===== src/design/timer_ctrl_params.svh =====
/*
  Constants for the timer enable and pin A output-level control bits.
  Assumes inclusion by bare name from the package and the control module.
*/
// Function
// - In waveform output use, the level bit equals pin A's driven level.
// - Hardware sets and clears the level bit as it toggles pin A.
// - A software level write beats a same-cycle hardware toggle.
// - The level bit does not reach the pin when input or disabled.
// - The unit-enable bit is the master switch: 1 runs, 0 disables.
// - While disabled, counter clocks stop so nothing counts.
// - While disabled, software writes to counters, capture/reload, pending are ignored.
// - While disabled, pin A is released from drive and becomes an input.
`ifndef TIMER_CTRL_PARAMS_SVH
`define TIMER_CTRL_PARAMS_SVH

// ----------------------------------------------------------------------
// Reset values and encodings
// ----------------------------------------------------------------------
`define UNIT_ENABLE_RESET 1'h0
`define OUTPUT_LEVEL_RESET 1'h0
`define LEVEL_LOW 1'h0
`define LEVEL_HIGH 1'h1
`define SYNC_STAGES 2

`endif


===== src/design/timer_ctrl_pkg.sv =====
/*
  Types shared by the timer control block.
  Assumes timer_ctrl_params.svh is on the include path.
*/
`include "timer_ctrl_params.svh"

package timer_ctrl_pkg;

  // --------------------------------------------------------------------
  // Write strobes towards the counter unit
  // --------------------------------------------------------------------
  typedef struct packed {
    logic counterOne;
    logic counterTwo;
    logic captureReloadA;
    logic captureReloadB;
    logic pendingFlags;
  } unit_write_t;

  // --------------------------------------------------------------------
  // Software access to the two control bits
  // --------------------------------------------------------------------
  typedef struct packed {
    logic enableWrite;
    logic enableData;
    logic levelWrite;
    logic levelData;
  } ctrl_write_t;

endpackage


===== src/design/bit_synchronizer.sv =====
/*
  Two-stage synchroniser for one asynchronous level.
  Assumes the caller supplies the clock enable and a synchronous-domain reset.
*/
`timescale 1ns/100ps
`default_nettype none

module bit_synchronizer (
  input wire logic clk,
  input wire logic rstn,
  input wire logic clkEn,
  input wire logic async,
  output logic synced
);

  logic firstStage;

  // First stage feeds only the second stage
  always_ff @(posedge clk or negedge rstn) begin
    if (!rstn) begin
      firstStage <= 1'h0;
      synced <= 1'h0;
    end else if (clkEn) begin
      firstStage <= async;
      synced <= firstStage;
    end
  end

endmodule

`default_nettype wire


===== src/design/timer_ctrl.sv =====
/*
  Unit enable and pin A output-level control of a multifunction timer.
  Assumes the mode logic outside says whether pin A is a waveform output,
  and the waveform generator raises hwToggle for one cycle per pin toggle.
*/
`timescale 1ns/100ps
`default_nettype none
`include "timer_ctrl_params.svh"

module timer_ctrl (
  input wire logic clk,
  input wire logic resetn,
  input wire logic clkEn,
  input wire timer_ctrl_pkg::ctrl_write_t swWrite,
  input wire timer_ctrl_pkg::unit_write_t unitWriteReq,
  input wire logic pinAIsOutput,
  input wire logic hwToggle,
  input wire logic pinAIn,
  output logic timerUnitEnable,
  output logic pinOutputLevel,
  output logic counterClockEnable,
  output timer_ctrl_pkg::unit_write_t unitWriteGated,
  output logic pinAOut,
  output logic pinAOe,
  output logic pinAEdge
);

  // --------------------------------------------------------------------
  // Reset release
  // --------------------------------------------------------------------
  logic rstMeta;
  logic rstn;

  // Async assert, release through two flops so no flop sees a late edge
  always_ff @(posedge clk or negedge resetn) begin
    if (!resetn) begin
      rstMeta <= 1'h0;
      rstn <= 1'h0;
    end else begin
      rstMeta <= 1'h1;
      rstn <= rstMeta;
    end
  end

  // --------------------------------------------------------------------
  // Pin A input path
  // --------------------------------------------------------------------
  logic pinASync;
  logic pinAPrev;

  bit_synchronizer pinSync (
    .clk(clk),
    .rstn(rstn),
    .clkEn(clkEn),
    .async(pinAIn),
    .synced(pinASync)
  );

  // --------------------------------------------------------------------
  // Next-state decode
  // --------------------------------------------------------------------
  wire logic next_enable;
  wire logic driveLevel;
  wire logic toggleTaken;
  wire logic next_level;
  wire logic next_oe;
  wire logic next_edge;
  wire timer_ctrl_pkg::unit_write_t next_unitWrite;

  assign next_enable = swWrite.enableWrite ? swWrite.enableData : timerUnitEnable;
  // A toggle only means something while the pin is actually driven
  assign driveLevel = timerUnitEnable && pinAIsOutput;
  assign toggleTaken = hwToggle && driveLevel;
  // Software write takes precedence over a colliding toggle
  assign next_level = swWrite.levelWrite ? swWrite.levelData :
                      toggleTaken ? ~pinOutputLevel : pinOutputLevel;
  // Released to input whenever disabled or configured as input
  assign next_oe = next_enable && pinAIsOutput;
  // Counter-side writes pass only while the unit runs
  assign next_unitWrite = timerUnitEnable ? unitWriteReq : '0;
  // Input edges reach the counters only while they are clocked
  // Gated by both enables so a pulse never outlives a disable
  assign next_edge = timerUnitEnable && next_enable && (pinASync != pinAPrev);

  // --------------------------------------------------------------------
  // Control bits
  // --------------------------------------------------------------------
  always_ff @(posedge clk or negedge rstn) begin
    if (!rstn) begin
      timerUnitEnable <= `UNIT_ENABLE_RESET;
      pinOutputLevel <= `OUTPUT_LEVEL_RESET;
    end else if (clkEn) begin
      timerUnitEnable <= next_enable;
      pinOutputLevel <= next_level;
    end
  end

  // --------------------------------------------------------------------
  // Outputs towards the counter unit and the pad
  // --------------------------------------------------------------------
  always_ff @(posedge clk or negedge rstn) begin
    if (!rstn) begin
      counterClockEnable <= 1'h0;
      unitWriteGated <= '0;
      pinAOut <= `LEVEL_LOW;
      pinAOe <= 1'h0;
      pinAPrev <= 1'h0;
      pinAEdge <= 1'h0;
    end else if (clkEn) begin
      counterClockEnable <= next_enable;
      unitWriteGated <= next_unitWrite;
      pinAOut <= next_level;
      pinAOe <= next_oe;
      pinAPrev <= pinASync;
      pinAEdge <= next_edge;
    end else begin
      // Strobes must not repeat while frozen
      unitWriteGated <= '0;
      pinAEdge <= 1'h0;
    end
  end

  // --------------------------------------------------------------------
  // Checks
  // --------------------------------------------------------------------
  logic rstSeen;

  always_ff @(posedge clk or negedge rstn) begin
    if (!rstn) begin
      rstSeen <= 1'h0;
    end else begin
      rstSeen <= 1'h1;
    end
  end

  a_level_on_pin: assert property (
    @(posedge clk) disable iff (!rstn)
    pinAOe |-> pinAOut == pinOutputLevel)
    else $error("driven pin level differs from level bit");

  a_hw_toggle_flips: assert property (
    @(posedge clk) disable iff (!rstn)
    clkEn && hwToggle && timerUnitEnable && pinAIsOutput && !swWrite.levelWrite
    |=> pinOutputLevel != $past(pinOutputLevel))
    else $error("hardware toggle did not flip level bit");

  a_sw_level_wins: assert property (
    @(posedge clk) disable iff (!rstn)
    clkEn && swWrite.levelWrite |=> pinOutputLevel == $past(swWrite.levelData))
    else $error("software level write lost");

  a_input_no_drive: assert property (
    @(posedge clk) disable iff (!rstn)
    clkEn && !pinAIsOutput |=> !pinAOe)
    else $error("pin driven while configured as input");

  a_enable_write: assert property (
    @(posedge clk) disable iff (!rstn)
    clkEn && swWrite.enableWrite
    |=> timerUnitEnable == $past(swWrite.enableData) && pinAOe == ($past(swWrite.enableData)
        && $past(pinAIsOutput)))
    else $error("enable write not taken");

  a_clock_stopped: assert property (
    @(posedge clk) disable iff (!rstn)
    !timerUnitEnable |-> !counterClockEnable && !pinAEdge)
    else $error("counter activity while disabled");

  a_writes_blocked: assert property (
    @(posedge clk) disable iff (!rstn)
    !timerUnitEnable ##1 1'h1 |-> unitWriteGated == '0)
    else $error("counter-side write passed while disabled");

  a_pin_released: assert property (
    @(posedge clk) disable iff (!rstn)
    !timerUnitEnable |-> !pinAOe)
    else $error("pin driven while unit disabled");

  a_reset_values: assert property (
    @(posedge clk) disable iff (!rstn)
    !rstSeen |-> !timerUnitEnable && !pinOutputLevel && !pinAOe)
    else $error("control bits not zero after reset");

  a_frozen_hold: assert property (
    @(posedge clk) disable iff (!rstn)
    !clkEn |=> $stable(timerUnitEnable) && $stable(pinOutputLevel) && $stable(pinAOe))
    else $error("state moved with clock enable low");

  a_level_held: assert property (
    @(posedge clk) disable iff (!rstn)
    clkEn && !swWrite.levelWrite && !hwToggle |=> $stable(pinOutputLevel))
    else $error("level bit moved without write or toggle");

  // A toggle that arrives while the pin is not driven must leave no trace
  a_toggle_ignored: assert property (
    @(posedge clk) disable iff (!rstn)
    clkEn && hwToggle && !swWrite.levelWrite && !(timerUnitEnable && pinAIsOutput)
    |=> $stable(pinOutputLevel))
    else $error("toggle taken while pin not driven");

  a_enable_holds: assert property (
    @(posedge clk) disable iff (!rstn)
    clkEn && !swWrite.enableWrite |=> $stable(timerUnitEnable))
    else $error("unit enable moved without a write");

  a_edge_gated: assert property (
    @(posedge clk) disable iff (!rstn)
    pinAEdge |-> timerUnitEnable && $past(timerUnitEnable))
    else $error("input edge passed across a disable");

  a_writes_pass: assert property (
    @(posedge clk) disable iff (!rstn)
    clkEn && timerUnitEnable |=> unitWriteGated == $past(unitWriteReq))
    else $error("counter-side write lost while enabled");

  // Strobes are single-cycle events; a frozen cycle must not replay them
  a_strobes_frozen: assert property (
    @(posedge clk) disable iff (!rstn)
    !clkEn |=> unitWriteGated == '0 && !pinAEdge)
    else $error("strobe raised with clock enable low");

endmodule

`default_nettype wire


===== config.mk =====
export PLATFORM = sky130hd
export DESIGN_NAME = timer_ctrl
export DESIGN_NICKNAME = d
export VERILOG_FILES = /design/src/design/timer_ctrl_pkg.sv /design/src/design/bit_synchronizer.sv /design/src/design/timer_ctrl.sv
export VERILOG_INCLUDE_DIRS = /design/src /design/src/design
export SDC_FILE = /design/constraint.sdc
export NUM_CORES = 1
export LEC_CHECK = 0
export ABC_AREA = 1
export BUFFER_PORTS_ARGS = -buffer_cell sky130_fd_sc_hd__buf_2
export CAP_MARGIN = 20
export CORE_ASPECT_RATIO = 0.9
export CORE_MARGIN = 10
export CORE_UTILIZATION = 30
export DETAILED_ROUTE_END_ITERATION = 16
export MAX_ROUTING_LAYER = met4
export SLEW_MARGIN = 20
export SYNTH_ARGS = -nofsm -noshare
export SYNTH_HDL_FRONTEND = slang
export SYNTH_SLANG_ARGS = --single-unit

===== constraint.sdc =====
create_clock -name clk -period 0.8 [get_ports clk]
set_input_delay 0 -clock clk [delete_from_list [all_inputs] [get_ports clk]]
set_output_delay 0 -clock clk [all_outputs]
set_load 0.03 [all_outputs]

==> impl_results.md, run 1 <==
- Status: finished with violations
- Failing checks: negative setup slack
- Vias/cell: 3.953
- Setup Crit Path Kind: flip-flop to output port
- First-pass GRT wire length: 2318 um
- Critical path cell sequence: buf_6 -> buf_6
- Max Used Layer: met4
- Clk pwr share: 28.4%
- RSZ-0062 raised after global routing: yes
- Pre-CTS setup slack: -0.03930 ns
- Total iterations of the first detailed-routing run: 4
- Detailed Place HPWL: 996.2 um
- Synthesized area per cell: 8.834 um^2
- PwrDens: 1826 nW/um^2
- Max_cap viols: 0
- GRT Util Overall: 7.600%
- Worst Path Required: 0.80 ns
- Initial Utilization: 31.07%
- Post-Route M1 WL: 571 um
- Sw Pwr: 0.0005171 W
- Setup violators final: 14
- Synth Cell Area: 583.1 um^2
- CP endpoint kind: output port
- Final GP Congestion: 0.7589
- Simple-gate share of the synthesized area: 22.10%
- Layout cells sized above 1: 45.19%
- Adder-Cell Fraction of Synth Area: 0%
- Total Nets Final: 120
- DRC violation count after routing: 0
- Crit path max-delay cell type: dfrtp_2
- Core Rows: 15
- Cts bufs inserted: 3
- Detailed router's first-iteration violation count: 9
- XOR/XNOR Fraction of Synth Area: 0%
- Family with the most delay on the worst path: flip-flops
- Bufs and invs on worst path: 2
- Slew Limit Fails: 0
- Fin Clk Skew: 0.007172 ns
- Tmin final: 0.9461 ns
- Largest family of logic cells by synthesized area: simple AND/OR/NAND/NOR gates
- Synth warn: 0
- Insertion delay to the later sink of the worst-skew pair: 0.28 ns
- Root Buffer: clkbuf_4
- Die ar.: 4110 um^2
- IO Pins: 26
- Critical Path Most Common Cell: buf_6
- Compound-gate portion of the synthesized area: 5.579%
- Die Wd: 66.47 um
- Post-Route WL: 1391 um
- Multiplexer share of the synthesized area: 0%
- CTS clk-pin slew, worst paths: 0.09 ns
- Via count: 510
- Layout area overhead: 67.81%
- CORE AREA: 1877 um^2
- CTS tree: yes
- Sequential fraction of the synthesis area: 60.09%
- Htree depth: 1
- Int Power: 0.001269 W
- CTS max path bufs: 2
- CP max FO: 3
- Seq cells post-synth: 14
- Routed wl met3: 73 um
- Clock sinks: 14
- DIE HEIGHT: 61.83 um
- Final WS setup: -0.1461 ns
- Period utilisation layout: 118.3%
- Peak Freq: 1.057 GHz
- Mapped Cells: 66
- Pin count of the biggest net entering global routing: 13
- Hold crit path type: input pin to flip-flop
- Max stage delay on crit path: 0.42 ns
- Final Util: 52.13%
- Syn nets: 81
- Metal2 WL: 734 um
- Leakage: 0.5355 nW
- ANT cells: 0
- Worst setup SP type: flip-flop
- DRT antenna net count: 0
- Sw frac: 28.95%
- Grt total ovfl: 0
- Worst vdd ir: 0.0009212 V
- Comb pwr share: 26.5%
- Sequential power share: 45.1%
- Initial antenna violation count: 0
- Vias in the first global route: 509
- Port Buf Inserts: 25
- Final Hold Vio Count: 0
- Worst EP arrival: 0.95 ns
- Distinct cell type count of the synthesized netlist: 14
- Drt wl/cell: 10.78 um
-- cell usage in the layout (no fill, tap or decap), drive strengths merged --
| master | n |
|---|---|
| conb | 1 |
| nor2 | 5 |
| clkbuf | 4 |
| o21ai | 4 |
| dfrtp | 14 |
| nand2 | 22 |
| dlygate4sd3 | 8 |
| a21oi | 1 |
| inv | 12 |
| nand3 | 4 |
| buf | 29 |
-- routing by layer --
metal / track usage, % / up-vias
li1: - / 269
met1: 7.453 / 224
met2: 13.51 / 15
met3: 2.509 / 2
met4: 3.582 / 0
met5: - / -
-- logic make-up after synthesis --
kind of cell,count (synthesis)
and+or+nand+nor,31
buffers and inverters,15
DFF,14
AOI/OAI and AO/OA,5
other,1
-- cells in the mapped netlist, drive strengths merged --
library cell,instances,area (um^2)
o21ai,4,23.77
inv,12,45.05
nor2,5,18.77
conb,1,3.750
nand3,4,25.02
dfrtp,14,350.3
a21oi,1,8.760
nand2,22,85.09
buf,3,22.52
-- registers in the layout, indices dropped and copies added, names as in the netlist --
signal,count
pinAPrev,1
pinAEdge,1
pinSync.synced,1
counterClockEnable,1
pinAOut,1
unitWriteGated,5
rstMeta,1
pinAOe,1
pinSync.firstStage,1
rstn,1
-- tightest hold or removal path: stages --
cell and delay (ns):
buf_2 0.10, o21ai_2 0.06, a21oi_2 0.09
-- power by group through the flow --
stage	Clock [W]	Combinational [W]	Sequential, W
detailed placement	0	0.000355	0.000810
CTS	0.000521	0.000471	0.000805
finish	0.000508	0.000473	0.000805
floorplan	0	0.000150	0.000888
global route	0.000566	0.000515	0.000811
global placement	0	0.000352	0.000807
-- worst paths after layout --
path                            start                  to  slack (ns)  depth (start not counted)
min                        swWrite[2]            pinAEdge        0.02                          3
min reg2reg                      rstn            pinAPrev        0.15                          1
max reg2reg                   pinAOut             pinAOut       -0.06                          4
max in group asynchronous        rstn  counterClockEnable        0.48                          1
max                           pinAOut             pinAOut       -0.15                          2
min in group asynchronous      resetn             rstMeta        0.03                          2
-- layout make-up --
cell class / count / area [um^2]
multi-input cells: 37 / 190.2
fillers: 174 / 898.4
inverters: 12 / 47.55
clock buffers: 4 / 36.28
flip-flops and latches: 14 / 352.8
well taps: 25 / 31.28
repair buffers: 37 / 320.3
-- per-stage QoR --
step	cells	hold WS (ns)	setup TNS, ns	total power (W)	instance area (um^2)
finish	129	0.01533	-0.9189	0.001786	978.4
global route	129	0.01949	-1.604	0.001892	978.4
CTS	129	0.01799	-0.8097	0.001797	965.9
detailed placement	116	-0.2124	-0.04548	0.001165	759.5
global placement	116	-0.2138	-0.001551	0.001159	759.5
floorplan	66	-0.2956	-0.2136	0.001039	590.6
-- timing repair --
item                                    4_1_cts  5_1_grt
hold endpoints to repair                      9        0
hold buffers                                  8        0
buffers inserted                              1        0
pin swaps                                     1        2
gates resized for setup                      27        4
endpoints found under the setup margin       19       20
(Power assumes the default switching activity.)
==> run 2: changes to the inputs <==
--- a/config.mk
+++ b/config.mk
@@ -7,8 +7,8 @@
 export NUM_CORES = 1
 export LEC_CHECK = 0
 export ABC_AREA = 1
-export BUFFER_PORTS_ARGS = -buffer_cell sky130_fd_sc_hd__buf_2
-export CAP_MARGIN = 20
+export BUFFER_PORTS_ARGS = -buffer_cell sky130_fd_sc_hd__buf_4
+export CAP_MARGIN = 25
 export CORE_ASPECT_RATIO = 0.9
 export CORE_MARGIN = 10
 export CORE_UTILIZATION = 30
==> impl_results.md, run 2 (synthesized netlist as in run 1, its figures left out) <==
- PwrDens: 1728 nW/um^2 (was 1826 nW/um^2)
- Clk pwr share: 27.1% (was 28.4%)
- R2R cell count: 5 (was 4)
- Layout cells sized above 1: 48.60% (was 45.19%)
- Worst Path Required: 0.80 ns (about the same)
- Vias in the first global route: 536 (was 509)
- Worst setup SP type: flip-flop (unchanged)
- DRC violation count after routing: 0 (unchanged)
- Dpl cells: 116 (unchanged)
- GRT Util Overall: 6.986% (was 7.600%)
- Int Power: 0.001303 W (was 0.001269 W)
- Most common cell after layout, fill and taps aside: nand2_1 (unchanged)
- Cts bufs inserted: 3 (unchanged)
- R2r setup slk: -0.06 ns (about the same)
- Detailed router's first-iteration violation count: 12 (was 9)
- CTS max path bufs: 2 (unchanged)
- Layout area overhead: 80.90% (was 67.81%)
- CTS tree: yes (unchanged)
- Comb pwr share: 28.6% (was 26.5%)
- Peak Freq: 1.081 GHz (was 1.057 GHz)
- Period utilisation layout: 115.6% (was 118.3%)
- RSZ-0062 raised after global routing: yes (unchanged)
- Die ar.: 4110 um^2 (unchanged)
- Status: finished with violations (unchanged)
- Final Hold Vio Count: 0 (unchanged)
- Insertion delay to the later sink of the worst-skew pair: 0.27 ns (was 0.28 ns)
- Setup violators final: 14 (unchanged)
- Total Nets Final: 123 (was 120)
- Setup TNS: -0.8684 ns (was -0.9189 ns)
- Pin count of the biggest net entering global routing: 13 (unchanged)
- Fin Clk Skew: 0.001698 ns (was 0.007172 ns)
- IO Pins: 26 (unchanged)
- Final Util: 56.20% (was 52.13%)
- Worst EP arrival: 0.92 ns (was 0.95 ns)
- Placed cell areas: 822.0 um^2 (was 759.5 um^2)
- Final WS setup: -0.1248 ns (was -0.1461 ns)
- Sw Pwr: 0.0005191 W (was 0.0005171 W)
- CTS clk-pin slew, worst paths: 0.09 ns (about the same)
- Bufs and invs on worst path: 2 (unchanged)
- Clock sinks: 14 (unchanged)
- Critical path cell sequence: buf_6 -> buf_6 (unchanged)
- Leakage: 0.5638 nW (was 0.5355 nW)
- ANT cells: 0 (unchanged)
- Post-Route WL: 1452 um (was 1391 um)
- Hold crit path type: input pin to flip-flop (unchanged)
- CORE AREA: 1877 um^2 (unchanged)
- Family with the most delay on the worst path: flip-flops (unchanged)
- Max stage delay on crit path: 0.41 ns (was 0.42 ns)
- CP endpoint kind: output port (unchanged)
- Core Rows: 15 (unchanged)
- Failing checks: negative setup slack (unchanged)
- Total iterations of the first detailed-routing run: 4 (unchanged)
- Post-route cell area: 1055 um^2 (was 978.4 um^2)
- Die Wd: 66.47 um (unchanged)
- Drt wl/cell: 11.00 um (was 10.78 um)
- Port Buf Inserts: 25 (unchanged)
- DIE HEIGHT: 61.83 um (unchanged)
- Tmin final: 0.9248 ns (was 0.9461 ns)
- Hold path depth: 2 (was 3)
- Biggest register: unitWriteGated (unchanged)
- Slew Limit Fails: 0 (unchanged)
- Most frequent cells in the layout: 18 x nand2_1, 17 x buf_4, 12 x buf_6, 12 x dfrtp_1 (was 20 x nand2_1, 14 x buf_2, 12 x buf_6, 12 x dfrtp_1, 10 x inv_1)
- DRT antenna net count: 0 (unchanged)
- Detailed Place HPWL: 1065 um (was 996.2 um)
- Vias/cell: 4.045 (was 3.953)
- Initial Utilization: 31.07% (unchanged)
- Initial antenna violation count: 0 (unchanged)
- Final GP Congestion: 0.7526 (was 0.7589)
- Via count: 534 (was 510)
- Non-filler cells, final: 132 (was 129)
- Sequential power share: 44.2% (was 45.1%)
- Grt total ovfl: 0 (unchanged)
- Max FFs per register: 5 (unchanged)
- Critical Path Most Common Cell: buf_6 (unchanged)
- Worst vdd ir: 0.001240 V (was 0.0009212 V)
- Root Buffer: clkbuf_4 (unchanged)
- First-pass GRT wire length: 2228 um (was 2318 um)
- CP max FO: 2 (was 3)
- Htree depth: 1 (unchanged)
- Crit path max-delay cell type: dfrtp_2 (unchanged)
- Sw frac: 28.48% (was 28.95%)
- Setup Crit Path Kind: flip-flop to output port (unchanged)
- Critical Path Stages: 2 (unchanged)
- Max_cap viols: 0 (unchanged)
-- run 2: power by group through the flow --
stage	logic, W	clock network, W	registers (W)
after floorplan	0.000150	0	0.000888
after global placement	0.000396	0	0.000813
after detailed placement	0.000399	0	0.000817
after CTS	0.000503	0.000515	0.000805
after global routing	0.000563	0.000550	0.000814
final	0.000522	0.000494	0.000806
-- run 2: area by class of cell --
type                            count  area, um^2
Timing Repair Buffer               40       382.9
Clock buffer                        4       36.28
Multi-Input combinational cell     37       203.9
Sequential cell                    14       352.8
Inverter                           12       47.55
Tap cell                           25       31.28
Fill cell                         175       822.0
-- run 2: metal layers --
metal	vias to the layer above	global-route usage, %	share of wire [%]
li1	273	-	-
met1	244	7.150	36
met2	15	12.28	54
met3	2	2.330	7.3
met4	0	2.687	1.9
met5	-	-	0
-- run 2: path summary, 6_finish.rpt --
| kind | endpoint | from |
|---|---|---|
| max | pinAOut | pinAOut |
| min | pinSync.synced | clkEn |
| max reg2reg | pinAOut | counterClockEnable |
| min reg2reg | pinAPrev | rstn |
| max in group asynchronous | pinAOut | rstn |
| min in group asynchronous | rstMeta | resetn |
-- run 2: worst reg2reg max path, cell delays in order, from the launching register on --
cell and delay (ns):
dfrtp_2 0.47, nand2_4 0.09, inv_4 0.07, nand2_2 0.04
nand3_2 0.04, nand2_1 0.05
-- run 2: through the flow --
stage	total power [W]	hold slack [ns]	setup slack, ns
2_1_floorplan	0.001039	-0.2956	-0.09897
3_3_place_gp	0.001209	-0.2162	-0.0001656
3_5_place_dp	0.001216	-0.2151	-0.02954
4_1_cts	0.001822	0.001736	-0.1390
5_1_grt	0.001927	0.02654	-0.1603
6_report	0.001822	0.01805	-0.1248
-- run 2: timing repair --
item                                   4_1_cts  5_1_grt
gates resized for setup                     14       11
hold buffers                                 9        1
setup buffers                                2        0
gates cloned                                 0        0
pin swaps                                    1        5
endpoints found under the hold margin       10        1
setup endpoints to repair                   14       20
